## src/rtl/i2c_stat_pkg.sv

```systemverilog
package i2c_stat_pkg;

   // register byte addresses on the plain register port
   localparam int unsigned REG_AW = 5;
   localparam logic [4:0] OFS_STATUS = 5'h00;
   localparam logic [4:0] OFS_MASK = 5'h04;
   localparam logic [4:0] OFS_CTRL = 5'h08;
   localparam logic [4:0] OFS_OWN_ADDR = 5'h0c;
   localparam logic [4:0] OFS_TX_HOLD = 5'h10;
   localparam logic [4:0] OFS_RX_HOLD = 5'h14;
   localparam logic [4:0] OFS_IRQ_STAT = 5'h18;
   localparam logic [4:0] OFS_IRQ_MASK = 5'h1c;

   // control register fields
   localparam int unsigned CTRL_W = 4;
   localparam int unsigned CTRL_ENABLE = 0;
   localparam int unsigned CTRL_TEN_BIT = 1;
   localparam int unsigned CTRL_GEN_CALL = 2;
   localparam int unsigned CTRL_MASTER = 3;
   localparam logic [3:0] CTRL_RST = 4'h0;

   // status bits that software may clear by writing a zero
   localparam int unsigned ST_COLL = 10;
   localparam int unsigned ST_WCOL = 7;
   localparam int unsigned ST_OVF = 6;
   localparam int unsigned ST_STOP = 4;
   localparam int unsigned ST_START = 3;

   // interrupt status and mask fields
   localparam int unsigned IRQ_W = 4;
   localparam int unsigned IRQ_START = 0;
   localparam int unsigned IRQ_STOP = 1;
   localparam int unsigned IRQ_BYTE = 2;
   localparam int unsigned IRQ_COLL = 3;
   localparam logic [3:0] IRQ_RST = 4'h0;

   // address matching and reset values
   localparam logic [9:0] MASK_RST = 10'h000;
   localparam logic [9:0] OWN_ADDR_RST = 10'h000;
   localparam logic [7:0] BYTE_RST = 8'h00;
   localparam logic [7:0] GEN_CALL_ADDR = 8'h00;
   localparam logic [4:0] TEN_BIT_HDR = 5'h1e;

   // bit counter positions: counts rising edges of the bus clock line
   localparam logic [3:0] CNT_IDLE = 4'h0;
   localparam logic [3:0] CNT_LAST_DATA = 4'h7;
   localparam logic [3:0] CNT_BYTE_END = 4'h8;
   localparam logic [3:0] CNT_ACK = 4'h9;

   typedef enum logic [1:0] {
      PH_IDLE = 2'b00,
      PH_ADDR = 2'b01,
      PH_DATA = 2'b11,
      PH_SKIP = 2'b10
   } phase_t;

   typedef struct packed {
      logic ack_not_received;
      logic master_tx_active;
      logic ack_phase_flag;
      logic [1:0] unused;
      logic collision_flag;
      logic general_call_seen;
      logic ten_bit_match;
      logic write_collision_flag;
      logic receive_overrun_flag;
      logic last_byte_was_data;
      logic stop_seen;
      logic start_seen;
      logic slave_read_direction;
      logic rx_buffer_full;
      logic tx_buffer_full;
   } stat_t;

endpackage : i2c_stat_pkg

```

## src/rtl/i2c_status_and_address_mask.sv

```systemverilog
// How it works
// - every ninth bus clock rise latches the line level as ack_not_received.
// - master_tx_active is high from byte load until the ninth rise.
// - slave ack_phase_flag sets on eighth fall, clears on ninth rise.
// - collision_flag sets on transmit bus collision, clears when module disabled.
// - general_call_seen sets on accepted general call, clears on stop.
// - ten_bit_match sets on full 10-bit address match, clears on stop.
// - transmit write while busy is dropped and sets write_collision_flag.
// - byte arriving with receive holding still full sets receive_overrun_flag.
// - last_byte_was_data is one after data, zero after an address.
// - stop_seen is one only when stop was the latest bus event.
// - start_seen is one only when start was the latest bus event.
// - slave_read_direction follows the read/write bit of the address.
// - rx_buffer_full sets on stored byte, clears on holding register read.
// - tx_buffer_full holds from write until the byte is shifted out.
// - mask bits set to one exclude that address bit from matching.
// - unused status bits and upper mask bits read as zero.
module i2c_status_and_address_mask
   import i2c_stat_pkg::*;
(
   input wire logic ref_clk, // system clock, 50 MHz
   input wire logic rst, // synchronous reset, active high
   input wire logic [4:0] reg_addr, // register byte address
   input wire logic [31:0] reg_wdata, // register write data
   input wire logic reg_wr, // write strobe, one cycle
   input wire logic reg_rd, // read strobe, one cycle
   output logic [31:0] reg_rdata, // read data, cycle after strobe
   input wire logic scl_i, // bus clock line level
   input wire logic sda_i, // bus data line level
   output logic sda_o, // data line drive value, always low
   output logic sda_oe, // high while pulling data line low
   output logic irq // level interrupt
);

   logic [1:0] scl_sync_ff;
   logic [1:0] sda_sync_ff;
   logic scl_d_ff;
   logic sda_d_ff;
   logic scl_s;
   logic sda_s;
   logic scl_rise;
   logic scl_fall;
   logic start_det;
   logic stop_det;

   logic [3:0] ctrl_ff;
   logic [9:0] mask_ff;
   logic [9:0] own_addr_ff;
   logic [7:0] tx_hold_ff;
   logic [7:0] rx_hold_ff;
   logic [3:0] irq_stat_ff;
   logic [3:0] irq_mask_ff;
   logic [31:0] rdata_ff;

   phase_t phase_ff;
   logic [3:0] bit_cnt_ff;
   logic [7:0] shift_in_ff;
   logic [7:0] shift_out_ff;
   logic xmit_ff;
   logic ack_drive_ff;
   logic mtx_ff;
   logic lo_pend_ff;
   logic ten_hi_ff;
   logic slave_rd_ff;
   logic gc_ff;
   logic ten_match_ff;
   logic data_flag_ff;
   logic ack_nr_ff;
   logic ack_phase_ff;
   logic coll_ff;
   logic start_ff;
   logic stop_ff;
   logic rx_full_ff;
   logic ovf_ff;
   logic tx_full_ff;
   logic wcol_ff;

   logic en;
   logic wr_status;
   logic wr_tx;
   logic rd_rx;
   logic busy;
   logic byte_end;
   logic ack_rise;
   logic ack_fall;
   logic addr7_hit;
   logic hdr_hit;
   logic low_hit;
   logic gc_hit;
   logic addr_ok;
   logic rd_sel;
   logic hi_ok;
   logic ten_ok;
   logic gc_ok;
   logic data_in;
   logic addr_byte;
   logic store;
   logic accept;
   logic coll_set;
   logic mtx_load;
   logic stx_load;
   logic [3:0] irq_ev;
   stat_t stat;

   // two flops per pin, third stage only for edge finding
   always_ff @(posedge ref_clk) begin
      if (rst) begin
         scl_sync_ff <= 2'b11;
         sda_sync_ff <= 2'b11;
         scl_d_ff <= 1'b1;
         sda_d_ff <= 1'b1;
      end else begin
         scl_sync_ff <= {scl_sync_ff[0], scl_i};
         sda_sync_ff <= {sda_sync_ff[0], sda_i};
         scl_d_ff <= scl_sync_ff[1];
         sda_d_ff <= sda_sync_ff[1];
      end
   end

   // bus conditions seen on the synchronised levels
   assign scl_s = scl_sync_ff[1];
   assign sda_s = sda_sync_ff[1];
   assign scl_rise = en & scl_s & ~scl_d_ff;
   assign scl_fall = en & ~scl_s & scl_d_ff;
   assign start_det = en & scl_s & scl_d_ff & sda_d_ff & ~sda_s;
   assign stop_det = en & scl_s & scl_d_ff & ~sda_d_ff & sda_s;

   // register port decode
   assign en = ctrl_ff[CTRL_ENABLE];
   assign wr_status = reg_wr & (reg_addr == OFS_STATUS);
   assign wr_tx = reg_wr & (reg_addr == OFS_TX_HOLD);
   assign rd_rx = reg_rd & (reg_addr == OFS_RX_HOLD);
   assign busy = tx_full_ff | mtx_ff;

   // bit positions within a byte
   assign byte_end = scl_fall & (bit_cnt_ff == CNT_BYTE_END);
   assign ack_rise = scl_rise & (bit_cnt_ff == CNT_BYTE_END);
   assign ack_fall = scl_fall & (bit_cnt_ff == CNT_ACK);

   // masked compares; a one in the mask means the bit is free
   assign addr7_hit = ((shift_in_ff[7:1] ^ own_addr_ff[6:0]) & ~mask_ff[6:0]) == 7'h00;
   assign hdr_hit = (shift_in_ff[7:3] == TEN_BIT_HDR)
      & (((shift_in_ff[2:1] ^ own_addr_ff[9:8]) & ~mask_ff[9:8]) == 2'h0);
   assign low_hit = ((shift_in_ff ^ own_addr_ff[7:0]) & ~mask_ff[7:0]) == 8'h00;
   assign gc_hit = (shift_in_ff == GEN_CALL_ADDR) & ctrl_ff[CTRL_GEN_CALL];

   // what the completed byte means to the slave
   always_comb begin
      addr_ok = 1'b0;
      rd_sel = 1'b0;
      hi_ok = 1'b0;
      ten_ok = 1'b0;
      gc_ok = 1'b0;
      data_in = 1'b0;
      if (byte_end) begin
         case (phase_ff)
            PH_ADDR: begin
               if (lo_pend_ff) begin
                  ten_ok = low_hit;
               end else if (ctrl_ff[CTRL_TEN_BIT]) begin
                  if (hdr_hit & ~shift_in_ff[0]) begin
                     hi_ok = 1'b1;
                  end else if (hdr_hit & shift_in_ff[0] & ten_hi_ff) begin
                     rd_sel = 1'b1;
                  end else begin
                     gc_ok = gc_hit;
                  end
               end else if (addr7_hit) begin
                  addr_ok = 1'b1;
                  rd_sel = shift_in_ff[0];
               end else begin
                  gc_ok = gc_hit;
               end
            end
            PH_DATA: begin
               data_in = ~slave_rd_ff;
            end
            default: begin
            end
         endcase
      end
   end

   // a byte is only taken, and acked, when the holding register is free
   assign addr_byte = addr_ok | rd_sel | hi_ok | ten_ok | gc_ok;
   assign store = addr_byte | data_in;
   assign accept = store & ~rx_full_ff;
   assign coll_set = scl_rise & xmit_ff & shift_out_ff[7] & ~sda_s;
   assign mtx_load = en & ctrl_ff[CTRL_MASTER] & tx_full_ff & ~mtx_ff & ~scl_s
      & (bit_cnt_ff == CNT_IDLE) & (phase_ff != PH_DATA);
   assign stx_load = ack_fall & (phase_ff == PH_DATA) & slave_rd_ff;

   // bit counter: rising edges since start, wraps after the ack slot
   always_ff @(posedge ref_clk) begin
      if (rst | ~en | start_det | stop_det) begin
         bit_cnt_ff <= CNT_IDLE;
      end else if (scl_rise & (bit_cnt_ff != CNT_ACK)) begin
         bit_cnt_ff <= bit_cnt_ff + 4'h1;
      end else if (ack_fall) begin
         bit_cnt_ff <= CNT_IDLE;
      end
   end

   // receive shifter samples on the first eight rising edges of each byte
   always_ff @(posedge ref_clk) begin
      if (rst) begin
         shift_in_ff <= BYTE_RST;
      end else if (scl_rise & (bit_cnt_ff < CNT_BYTE_END)) begin
         shift_in_ff <= {shift_in_ff[6:0], sda_s};
      end
   end

   // slave phase; the master's own start parks the slave side
   always_ff @(posedge ref_clk) begin
      if (rst | ~en | stop_det) begin
         phase_ff <= PH_IDLE;
         lo_pend_ff <= 1'b0;
         slave_rd_ff <= 1'b0;
      end else if (start_det) begin
         phase_ff <= ctrl_ff[CTRL_MASTER] ? PH_SKIP : PH_ADDR;
         lo_pend_ff <= 1'b0;
      end else if (coll_set) begin
         phase_ff <= PH_SKIP;
      end else if (byte_end & (phase_ff == PH_ADDR)) begin
         if (~accept) begin
            phase_ff <= PH_SKIP;
         end else if (hi_ok) begin
            lo_pend_ff <= 1'b1;
         end else begin
            phase_ff <= PH_DATA;
            lo_pend_ff <= 1'b0;
            slave_rd_ff <= rd_sel;
         end
      end else if (ack_rise & (phase_ff == PH_DATA) & slave_rd_ff & sda_s) begin
         phase_ff <= PH_SKIP; // master refused the byte, stop sending
      end
   end

   // 10-bit header memory survives repeated starts, ends at stop
   always_ff @(posedge ref_clk) begin
      if (rst | ~en | stop_det) begin
         ten_hi_ff <= 1'b0;
         ten_match_ff <= 1'b0;
         gc_ff <= 1'b0;
      end else begin
         if (hi_ok & accept) begin
            ten_hi_ff <= 1'b1;
         end
         if (ten_ok & accept) begin
            ten_match_ff <= 1'b1;
         end
         if (gc_ok & accept) begin
            gc_ff <= 1'b1;
         end
      end
   end

   // transmit shifter for slave reads and master writes
   always_ff @(posedge ref_clk) begin
      if (rst | ~en | start_det | stop_det) begin
         shift_out_ff <= 8'hff;
         xmit_ff <= 1'b0;
      end else if (coll_set | byte_end) begin
         xmit_ff <= 1'b0; // release the line for the ack slot
         shift_out_ff <= 8'hff;
      end else if (mtx_load | stx_load) begin
         shift_out_ff <= tx_hold_ff;
         xmit_ff <= 1'b1;
      end else if (scl_fall & xmit_ff & (bit_cnt_ff <= CNT_LAST_DATA)) begin
         shift_out_ff <= {shift_out_ff[6:0], 1'b1};
      end
   end

   // master byte in flight, until the rise of its ack slot
   always_ff @(posedge ref_clk) begin
      if (rst | ~en | stop_det | coll_set) begin
         mtx_ff <= 1'b0;
      end else if (mtx_load) begin
         mtx_ff <= 1'b1;
      end else if (ack_rise) begin
         mtx_ff <= 1'b0;
      end
   end

   // our ack pulse runs from eighth fall to ninth fall
   always_ff @(posedge ref_clk) begin
      if (rst | ~en | start_det | stop_det) begin
         ack_drive_ff <= 1'b0;
      end else if (byte_end) begin
         ack_drive_ff <= accept;
      end else if (ack_fall) begin
         ack_drive_ff <= 1'b0;
      end
   end

   // ack outcome and ack window flags
   always_ff @(posedge ref_clk) begin
      if (rst | ~en) begin
         ack_nr_ff <= 1'b0;
         ack_phase_ff <= 1'b0;
      end else begin
         if (ack_rise) begin
            ack_nr_ff <= sda_s;
         end
         if (byte_end & ((phase_ff == PH_ADDR) | (phase_ff == PH_DATA))) begin
            ack_phase_ff <= 1'b1;
         end else if (ack_rise | start_det | stop_det) begin
            ack_phase_ff <= 1'b0;
         end
      end
   end

   // data versus address of the last byte taken
   always_ff @(posedge ref_clk) begin
      if (rst) begin
         data_flag_ff <= 1'b0;
      end else if (addr_byte & accept) begin
         data_flag_ff <= 1'b0;
      end else if (data_in & accept) begin
         data_flag_ff <= 1'b1;
      end
   end

   // collision is sticky until disable or a zero write; set wins
   always_ff @(posedge ref_clk) begin
      if (rst | ~en) begin
         coll_ff <= 1'b0;
      end else if (coll_set) begin
         coll_ff <= 1'b1;
      end else if (wr_status & ~reg_wdata[ST_COLL]) begin
         coll_ff <= 1'b0;
      end
   end

   // latest bus condition; detection beats a software clear
   always_ff @(posedge ref_clk) begin
      if (rst | ~en) begin
         start_ff <= 1'b0;
         stop_ff <= 1'b0;
      end else if (start_det) begin
         start_ff <= 1'b1;
         stop_ff <= 1'b0;
      end else if (stop_det) begin
         start_ff <= 1'b0;
         stop_ff <= 1'b1;
      end else if (wr_status) begin
         start_ff <= start_ff & reg_wdata[ST_START];
         stop_ff <= stop_ff & reg_wdata[ST_STOP];
      end
   end

   // receive holding; a held byte is never overwritten
   always_ff @(posedge ref_clk) begin
      if (rst) begin
         rx_hold_ff <= BYTE_RST;
         rx_full_ff <= 1'b0;
      end else if (accept) begin
         rx_hold_ff <= shift_in_ff;
         rx_full_ff <= 1'b1;
      end else if (rd_rx) begin
         rx_full_ff <= 1'b0;
      end
   end

   // overrun is sticky; the event beats a same-cycle clear
   always_ff @(posedge ref_clk) begin
      if (rst) begin
         ovf_ff <= 1'b0;
      end else if (store & rx_full_ff) begin
         ovf_ff <= 1'b1;
      end else if (wr_status & ~reg_wdata[ST_OVF]) begin
         ovf_ff <= 1'b0;
      end
   end

   // transmit holding; a write while busy is dropped
   always_ff @(posedge ref_clk) begin
      if (rst) begin
         tx_hold_ff <= BYTE_RST;
         tx_full_ff <= 1'b0;
      end else if (wr_tx & ~busy) begin
         tx_hold_ff <= reg_wdata[7:0];
         tx_full_ff <= 1'b1;
      end else if (byte_end & xmit_ff) begin
         tx_full_ff <= 1'b0;
      end
   end

   // write collision is sticky; the event beats a same-cycle clear
   always_ff @(posedge ref_clk) begin
      if (rst) begin
         wcol_ff <= 1'b0;
      end else if (wr_tx & busy) begin
         wcol_ff <= 1'b1;
      end else if (wr_status & ~reg_wdata[ST_WCOL]) begin
         wcol_ff <= 1'b0;
      end
   end

   // software configuration registers
   always_ff @(posedge ref_clk) begin
      if (rst) begin
         ctrl_ff <= CTRL_RST;
         mask_ff <= MASK_RST;
         own_addr_ff <= OWN_ADDR_RST;
         irq_mask_ff <= IRQ_RST;
      end else if (reg_wr) begin
         case (reg_addr)
            OFS_CTRL: ctrl_ff <= reg_wdata[3:0];
            OFS_MASK: mask_ff <= reg_wdata[9:0];
            OFS_OWN_ADDR: own_addr_ff <= reg_wdata[9:0];
            OFS_IRQ_MASK: irq_mask_ff <= reg_wdata[3:0];
            default: begin
            end
         endcase
      end
   end

   // interrupt status: write one to clear, a new event wins
   assign irq_ev = {coll_set, byte_end & (addr_byte | data_in | xmit_ff), stop_det, start_det};
   always_ff @(posedge ref_clk) begin
      if (rst) begin
         irq_stat_ff <= IRQ_RST;
      end else if (reg_wr & (reg_addr == OFS_IRQ_STAT)) begin
         irq_stat_ff <= (irq_stat_ff & ~reg_wdata[3:0]) | irq_ev;
      end else begin
         irq_stat_ff <= irq_stat_ff | irq_ev;
      end
   end

   // status word as software sees it
   always_comb begin
      stat = '0;
      stat.ack_not_received = ack_nr_ff;
      stat.master_tx_active = mtx_ff;
      stat.ack_phase_flag = ack_phase_ff;
      stat.unused = 2'b00;
      stat.collision_flag = coll_ff;
      stat.general_call_seen = gc_ff;
      stat.ten_bit_match = ten_match_ff;
      stat.write_collision_flag = wcol_ff;
      stat.receive_overrun_flag = ovf_ff;
      stat.last_byte_was_data = data_flag_ff;
      stat.stop_seen = stop_ff;
      stat.start_seen = start_ff;
      stat.slave_read_direction = slave_rd_ff;
      stat.rx_buffer_full = rx_full_ff;
      stat.tx_buffer_full = tx_full_ff;
   end

   // registered read data; unmapped addresses read zero
   always_ff @(posedge ref_clk) begin
      if (rst) begin
         rdata_ff <= 32'h0000_0000;
      end else if (reg_rd) begin
         case (reg_addr)
            OFS_STATUS: rdata_ff <= {16'h0000, stat};
            OFS_MASK: rdata_ff <= {22'h00_0000, mask_ff};
            OFS_CTRL: rdata_ff <= {28'h000_0000, ctrl_ff};
            OFS_OWN_ADDR: rdata_ff <= {22'h00_0000, own_addr_ff};
            OFS_TX_HOLD: rdata_ff <= {24'h00_0000, tx_hold_ff};
            OFS_RX_HOLD: rdata_ff <= {24'h00_0000, rx_hold_ff};
            OFS_IRQ_STAT: rdata_ff <= {28'h000_0000, irq_stat_ff};
            OFS_IRQ_MASK: rdata_ff <= {28'h000_0000, irq_mask_ff};
            default: rdata_ff <= 32'h0000_0000;
         endcase
      end else begin
         rdata_ff <= 32'h0000_0000;
      end
   end

   // open-drain data line: only ever pulls low
   assign sda_o = 1'b0;
   assign sda_oe = (xmit_ff & ~shift_out_ff[7]) | ack_drive_ff;
   assign reg_rdata = rdata_ff;
   assign irq = |(irq_stat_ff & irq_mask_ff);

endmodule : i2c_status_and_address_mask

```

## config.mk

```make
export PLATFORM = sky130hd
export DESIGN_NAME = i2c_status_and_address_mask
export DESIGN_NICKNAME = d
export VERILOG_FILES = /design/src/rtl/i2c_stat_pkg.sv /design/src/rtl/i2c_status_and_address_mask.sv
export SDC_FILE = /design/constraint.sdc
export NUM_CORES = 1
export LEC_CHECK = 0
export BUFFER_PORTS_ARGS = -buffer_cell sky130_fd_sc_hd__clkbuf_2
export CAP_MARGIN = 25
export CORE_MARGIN = 8
export CORE_UTILIZATION = 40
export CTS_CLUSTER_SIZE = 8
export DETAILED_ROUTE_END_ITERATION = 7
export GPL_TIMING_DRIVEN = 0
export MAX_ROUTING_LAYER = met4
export PLACE_DENSITY = 0.66
export SLEW_MARGIN = 20
export SYNTH_ARGS = -nofsm -noshare
export SYNTH_HDL_FRONTEND = slang
export SYNTH_SLANG_ARGS = --single-unit
```

## constraint.sdc

```tcl
create_clock -name ref_clk -period 2.75 [get_ports ref_clk]
set_input_delay 0.275 -clock ref_clk [delete_from_list [all_inputs] [get_ports ref_clk]]
set_output_delay 0.275 -clock ref_clk [all_outputs]
set_load 0.02 [all_outputs]
```

==> run summary, run 1 <==
Status = finished clean
Post-synthesis sequential area ratio = 41.6%
Count of cell types in the netlist = 62
Slowest cell delay on critical path = 540 ps
Least-Margin Pin Slew = 824 ps
Crit start category = register
Post-synthesis cell type with the largest combined area = dfxtp_1
Clk slew on worst S/H paths = 70 ps
CTS resizes = 0
Upper clock frequency limit = 0.427 GHz
DP Wirelength = 11.3 mm
Tightest Hold Check Type = in2reg
Syn Inst Count = 600
Die height = 130 µm
Hold-fix buffer count after cts = 0
Core box area = 12700 µm²
Final Setup Violations = 0
Routed wire per std cell = 17.7 µm
EDFF count, synth = 0
First-pass GRT wire length = 23.3 mm
Cell Area, Synth = 5190 µm²
Total grt overflow = 0
Number of global-route vias before repair = 4333
Crit path required time = 2930 ps
Kind of end point of the critical path = register
Synth Register Bits = 108
Crit-path slowest cell = nor2_1
Unrepaired setup endpoints after global routing = no
Setup TNS = 0 ps
CTS Buf Count = 9
Ys async rst share = 0%
GR Util All Layers = 18.3%
Tmin final = 2340 ps
Final hold vios = 0
DRT Pass-1 Iters = 5
Slew Limit Fails = 0
Remaining antenna violation count = 0
Post-route DRC = 0
PwrDens = 494 nW/µm²
Syn-to-layout area delta = 13.8%
Critical-path cell list = buf_2 > nand2b_1 > nor2_2 > nand2_1 > nor2_1 > o211ai_1
Yosys top cell area share = 41.6%
Fin crit share = 85.2%
Initial DRC Count = 482
Share of cells above drive strength 1 = 16.9%
Chip Width = 130 µm
N_diodes = 0
IO Port Bufs = 34
Crit-path max FO = 10
Most area-consuming cells after synthesis = dfxtp_1 (42%), mux2i_1 (6.6%), nand2_1 (6.1%), a21oi_1 (5.4%), nor2_1 (3.3%)
Worst EP arrival = 2530 ps
Via/cell ratio = 5.50
Vias = 4621
Die ar. = 16900 µm²
Worst clock skew = 6.82 ps
Longest Clk Path Bufs = 2
Htree depth = 3
Root Buffer = clkbuf_16
Slew margin rel. = 44.6%
Worst skew pair latency = 340 ps
WL final = 14.9 mm
RePlAce Congestion = 0.915
CTS tree = built
Final hold slack = 114 ps
Pleak = 0.00239 µW
Rows = 41
Io pins = 78
Fill cells = 1252
Most common cell after layout, fill and taps aside = dfxtp_1
Crit Path Class = reg2reg
Prevailing post-synth register cell = dfxtp_1
Synth Area per Inst = 8.65 µm²
Post-CTS Setup Inserts = 0
Worst VDD drop = 380 µV
Most frequent cells in the layout = dfxtp_1 (108), nand2_1 (85), a21oi_1 (56), nor2_1 (45)
Initial antenna violation count = 0
Largest net degree at the start of global routing = 17
Max cap viols = 0
Number of nets in the layout = 710
Synth Warn # = 0
CTS Sinks = 108
Starting Density = 41.0%
[critical path: cells and delay by family (launching register included)]
| kind | cells | cell delay, ps |
|---|---|---|
| AOI/OAI and AO/OA | 1 | 190 |
| DFF | 1 | 300 |
| and+or+nand+nor | 4 | 1470 |
| buffers and inverters | 1 | 210 |
[report_power, final]
group / switching [µW] / internal [µW] / total [µW]
clock: 564 / 611 / 1170
combinational: 113 / 54.9 / 168
sequential: 8.40 / 1570 / 1580
[per-layer routing]
layer  vias up  routed length [µm]  track usage (%)  part of all wire (%)
met1      2199                6540             23.9                    44
li1       2206                   -                -                     -
met3        18                1150             3.10                   7.7
met2       198                6950             28.6                    47
met5         -                   0                -                     0
met4         0                 234             4.99                   1.6
[final cells by class]
class                           count  area (µm²)  share of cell area, %
Clock buffer                       11         233                   3.94
Buffer                             53         328                   5.55
Sequential cell                   108        2160                   36.6
Multi-Input combinational cell    445        2720                   46.1
Inverter                           12        45.0                  0.762
Timing Repair Buffer               35         175                   2.96
Tap cell                          172         215                   3.64
Clock inverter                      4        27.5                  0.466
[cells in the mapped netlist, drive strengths merged (4+ instances only)]
master	count
nor4	5
inv	12
a222oi	6
buf	35
nand2b	5
a31oi	4
xnor2	14
nand2	86
nor2b	6
a21oi	56
o22ai	9
mux2i	34
nor2	49
o21ai	20
nor3	8
xor2	4
and2	8
or2	10
nand4	14
mux4	4
o31ai	8
dfxtp	108
a22oi	7
nand3	27
o21a	4
clkbuf	18
nor3b	4
o211ai	8
[logic make-up after synthesis]
logic type / after synthesis / synth area share, %
simple gates: 235 / 22.9
compound gates: 132 / 16.1
flops: 108 / 41.6
buf+inv: 65 / 7.18
mux: 38 / 8.29
xor+xnor: 18 / 3.04
fa+ha+maj: 3 / 0.723
other cells: 1 / 0.0722
[registers in the layout, indices dropped and copies added, names as in the netlist, 2 cells and up]
| register | count |
|---|---|
| ctrl_ff | 4 |
| irq_stat_ff | 4 |
| sda_sync_ff | 2 |
| bit_cnt_ff | 4 |
| scl_sync_ff | 2 |
| irq_mask_ff | 4 |
| shift_in_ff | 8 |
| phase_ff | 2 |
| tx_hold_ff | 8 |
| mask_ff | 10 |
| own_addr_ff | 10 |
| rx_hold_ff | 8 |
| reg_rdata | 14 |
| shift_out_ff | 8 |
[worst paths after layout]
kind / startpoint / depth (start not counted) / slack (ps) / end
worst max-delay path: ctrl_ff[0] / 6 / 410 / shift_out_ff[1]
worst min-delay path: scl_i / 2 / 110 / scl_sync_ff[0]
worst max register to register: ctrl_ff[0] / 6 / 410 / shift_out_ff[1]
worst min register to register: sda_sync_ff[0] / 1 / 410 / sda_sync_ff[1]
[per-stage QoR]
step / setup WS, ps / cell area, µm² / utilization (%) / power (µW) / cells
5_1_grt: 285 / 5910 / 46.6 / 3010 / 840
3_5_place_dp: 345 / 5650 / 44.6 / 1780 / 825
4_1_cts: 447 / 5910 / 46.6 / 2930 / 840
2_1_floorplan: 785 / 5260 / - / 1720 / 618
3_3_place_gp: 423 / 5640 / 44.5 / 1780 / 824
6_report: 407 / 5910 / 46.6 / 2920 / 840
No activity file was read; power rests on OpenSTA's default activity.
==> inputs of run 2 (changes only) <==
- CELL_PAD_IN_SITES_DETAIL_PLACEMENT: not set -> 1
- CELL_PAD_IN_SITES_GLOBAL_PLACEMENT: not set -> 2
- CORE_UTILIZATION: 40 -> 34
- GPL_TIMING_DRIVEN: 0 -> not set
- PLACE_DENSITY: 0.66 -> 0.86
- SLEW_MARGIN: 20 -> not set
==> run 2 against run 1 <==
Net effect:
- sequential share of layout area up 1.2 points
- non-clock buffer count is 43 lower
- maximum frequency is 6.0% lower
- clock power grew 17%
- largest cell class unchanged
==> run summary, run 2 (same netlist as run 1, synthesis figures left out) <==
Longest Clk Path Bufs = 2
Crit-path slowest cell = nor2_1
Hold-fix buffer count after cts = 0
Die height = 140 µm
Routed wire per std cell = 18.9 µm
Io pins = 78
Final Setup Violations = 0
Least-Margin Pin Slew = 759 ps
Clock Power Share = 44.3%
Most frequent cells in the layout = dfxtp_1 (108), nand2_1 (85), a21oi_1 (56), nor2_1 (45), clkbuf_2 (37)
Share of cells above drive strength 1 = 14.5%
Internal power = 2350 µW
Die ar. = 19500 µm²
DRT Pass-1 Iters = 4
Rows = 45
Setup TNS = 0 ps
Worst path buffer plus inverter count = 0
Crit path required time = 2950 ps
Total grt overflow = 0
Upper clock frequency limit = 0.401 GHz
Worst VDD drop = 306 µV
Tightest Hold Check Type = in2reg
Slew Limit Fails = 0
Seq pwr share = 51.1%
Worst EP arrival = 2690 ps
NetSw = 738 µW
PnR Total Power = 3090 µW
Worst Reg-to-Reg Cells = 5
Crit start category = register
Fill cells = 1789
Initial DRC Count = 397
PwrDens = 539 nW/µm²
Worst clock skew = 7.00 ps
Number of global-route vias before repair = 4623
Critical-path cell list = nand2b_1 > nor2_2 > nand2_1 > nor2_1 > o211ai_1
Max cap viols = 0
Core box area = 15100 µm²
CTS tree = built
CTS Buf Count = 9
Root Buffer = clkbuf_16
First-pass GRT wire length = 24.9 mm
Clk slew on worst S/H paths = 80 ps
GR Util All Layers = 16.5%
Vias = 4400
Final hold vios = 0
Via/cell ratio = 5.41
Sw frac = 23.9%
Pleak = 0.00225 µW
Most common cell after layout, fill and taps aside = dfxtp_1
DP Wirelength = 11.5 mm
CTS resizes = 0
Starting Density = 34.4%
Dpl ws = 307 ps
Status = finished clean
Max FFs per register = 14
Syn-to-layout area delta = 10.2%
Final hold slack = 91.3 ps
Worst skew pair latency = 360 ps
Crit Path Class = reg2reg
N_diodes = 0
Post-route DRC = 0
Crit-path max FO = 10
Slew margin rel. = 49.4%
CTS Sinks = 108
Slowest cell delay on critical path = 580 ps
WL final = 15.4 mm
RePlAce Congestion = 0.858
Fin crit share = 90.7%
Part of the power in combinational logic = 4.5%
Cell family with most CP delay = simple AND/OR/NAND/NOR gates
IO Port Bufs = 37
Htree depth = 3
Post-CTS Setup Inserts = 0
Number of nets in the layout = 667
Unrepaired setup endpoints after global routing = no
Chip Width = 140 µm
Post-route setup slack = 257 ps
WP depth = 5
Remaining antenna violation count = 0
Largest net degree at the start of global routing = 71
Hold Path Depth = 2
Initial antenna violation count = 0
Tmin final = 2490 ps
Kind of end point of the critical path = register
## run 2: cell count changes in the layout (fill, tap and decap cells not counted), sizes merged
cell / before / now
buf: 36 / 8
inv: 12 / 13
bufinv: 0 / 1
clkbuf: 63 / 47
## run 2: routing by layer
metal	global-route usage, %	up-vias	wire length (µm)
met2	26.2	94	7340
met4	8.57	0	508
met5	-	-	0
met1	19.9	2155	6870
met3	2.63	31	650
li1	-	2120	-
## run 2: path summary, 6_finish.rpt
path | start | to | slack [ps]
worst min-delay path | scl_i | scl_sync_ff[0] | 90
worst max register to register | ctrl_ff[0] | shift_out_ff[7] | 260
worst min register to register | scl_sync_ff[0] | scl_sync_ff[1] | 410
worst max-delay path | ctrl_ff[0] | shift_out_ff[7] | 260
## run 2: power by group through the flow
stage,clock network [µW],logic (µW),registers (µW)
after global routing,1460,150,1580
after floorplan,0,110,1610
final,1370,140,1580
after global placement,0,136,1610
after detailed placement,0,139,1620
after CTS,1390,140,1580
## run 2: area by class of cell
type | count | area [µm²] | share of cell area [%]
Timing Repair Buffer | 45 | 245 | 4.29
Multi-Input combinational cell | 445 | 2720 | 47.6
Clock inverter | 6 | 72.6 | 1.27
Inverter | 12 | 45.0 | 0.787
Sequential cell | 108 | 2160 | 37.8
Tap cell | 188 | 235 | 4.11
Clock buffer | 10 | 239 | 4.18
## run 2: through the flow
stage               util [%]  cell area [µm²]  std cells
floorplan                  -             5260        618
global placement        35.9             5410        798
detailed placement      35.9             5410        798
CTS                     37.9             5720        814
global route            37.9             5720        814
finish                  37.9             5720        814
==> inputs of run 3 (changes only) <==
- MAX_ROUTING_LAYER: met4 -> not set
- TNS_END_PERCENT: not set -> 10
==> run 3 against run 2 <==
Net effect:
- sequential cell count unchanged
- combinational power about the same
- clock power about the same
- final cell count unchanged
- non-clock buffer count unchanged
- maximum frequency down 0.21%
- utilization unchanged
- sequential share of layout area unchanged
- clock-buffer cell count unchanged
- die area unchanged
- via count up 0.34%
- clock skew up 1.5 ps
==> run summary, run 3 (same netlist as run 1, synthesis figures left out) <==
Tmin final = 2500 ps
IO Port Bufs = 37
WL final = 15.4 mm
Hold Path Depth = 2
Non-Filler Instances = 814
Clk slew on worst S/H paths = 80 ps
Pleak = 0.00225 µW
CTS Sinks = 108
Total grt overflow = 0
Vias = 4415
Starting Density = 34.4%
Post-route DRC = 0
Share of cells above drive strength 1 = 14.5%
Initial DRC Count = 398
PwrDens = 539 nW/µm²
Die height = 140 µm
RePlAce Congestion = 0.845
Final hold vios = 0
Fin crit share = 90.8%
Worst EP arrival = 2700 ps
Upper clock frequency limit = 0.400 GHz
Worst clock skew = 8.50 ps
Hold-fix buffer count after cts = 0
Worst VDD drop = 305 µV
Final Cell Area = 5720 µm²
Post-CTS Setup Inserts = 0
Fill cells = 1789
CTS resizes = 0
Crit start category = register
Crit path required time = 2950 ps
PnR Total Power = 3080 µW
DRT Pass-1 Iters = 4
Dpl ws = 307 ps
Io pins = 78
Least-Margin Pin Slew = 751 ps
Largest net degree at the start of global routing = 71
Dpl cell area = 5410 µm²
Initial antenna violation count = 0
Crit-path max FO = 10
Syn-to-layout area delta = 10.2%
Routed wire per std cell = 18.9 µm
Reg-to-reg setup timing slack = 250 ps
Number of nets in the layout = 667
Via/cell ratio = 5.42
Remaining antenna violation count = 0
Number of global-route vias before repair = 4617
Worst Reg-to-Reg Cells = 5
Slew margin rel. = 49.9%
CTS tree = built
Htree depth = 3
N_diodes = 0
Max cap viols = 0
Core box area = 15100 µm²
Final Setup Violations = 0
M2 GR Usage = 26.3%
CTS Buf Count = 9
Origin of the critical flop-to-flop path = ctrl_ff[0]
Hold path start = scl_i
Met3 GRT Util = 2.67%
Critical Path Start = ctrl_ff[0]
Busiest layer in global routing = met2
Crit Path Class = reg2reg
Post-route setup slack = 252 ps
First-pass GRT wire length = 24.9 mm
Max FFs per register = 14
GRT met1 Usage = 19.8%
Root Buffer = clkbuf_16
Unrepaired setup endpoints after global routing = no
Setup TNS = 0 ps
Most frequent cells in the layout = dfxtp_1 (108), nand2_1 (85), a21oi_1 (56), nor2_1 (45), clkbuf_2 (37)
Post-Place Cells = 798
Rows = 45
Most common cell after layout, fill and taps aside = dfxtp_1
Longest Clk Path Bufs = 2
Tightest Hold Check Type = in2reg
Status = finished clean
DP Wirelength = 11.5 mm
Chip Width = 140 µm
Worst skew pair latency = 360 ps
Kind of end point of the critical path = register
GR Util All Layers = 16.0%
Die ar. = 19500 µm²
Slew Limit Fails = 0
run 3: cell counts in the layout (fill, tap and decap cells not counted):
No cell type changed its count.
run 3: through the flow:
step | hold slack, ps | util (%)
global placement | 394 | 35.9
finish | 92.4 | 37.9
floorplan | 379 | -
detailed placement | 396 | 35.9
CTS | 85.4 | 37.9
global route | 87.1 | 37.9
run 3: power by group:
group	leakage, µW	internal, µW	total, µW	switching, µW
clock network	0.000155	741	1370	624
registers	0.000871	1570	1580	8.31
logic	0.00123	36.2	140	104
total	0.00225	2350	3080	736
run 3: worst max-delay path: stages (launching register included):
cell and delay [ps]:
dfxtp_1 570, nand2b_1 320, nor2_2 360, nand2_1 290, nor2_1 580, o211ai_1 210
run 3: worst paths after layout:
| check | endpoint |
|---|---|
| max | shift_out_ff[1] |
| min | scl_sync_ff[0] |
| max reg2reg | shift_out_ff[1] |
| min reg2reg | scl_sync_ff[1] |
run 3: area by class of cell:
| class | count | area [µm²] | share of cell area [%] |
|---|---|---|---|
| Clock inverter | 6 | 72.6 | 1.27 |
| Clock buffer | 10 | 239 | 4.18 |
| Inverter | 12 | 45.0 | 0.787 |
| Tap cell | 188 | 235 | 4.11 |
| Sequential cell | 108 | 2160 | 37.8 |
| Timing Repair Buffer | 45 | 245 | 4.29 |
| Multi-Input combinational cell | 445 | 2720 | 47.6 |
run 3: routing by layer:
metal,vias up,wire [µm]
li1,2120,-
met1,2180,6970
met2,85,7320
met3,30,567
met4,0,527
met5,-,0
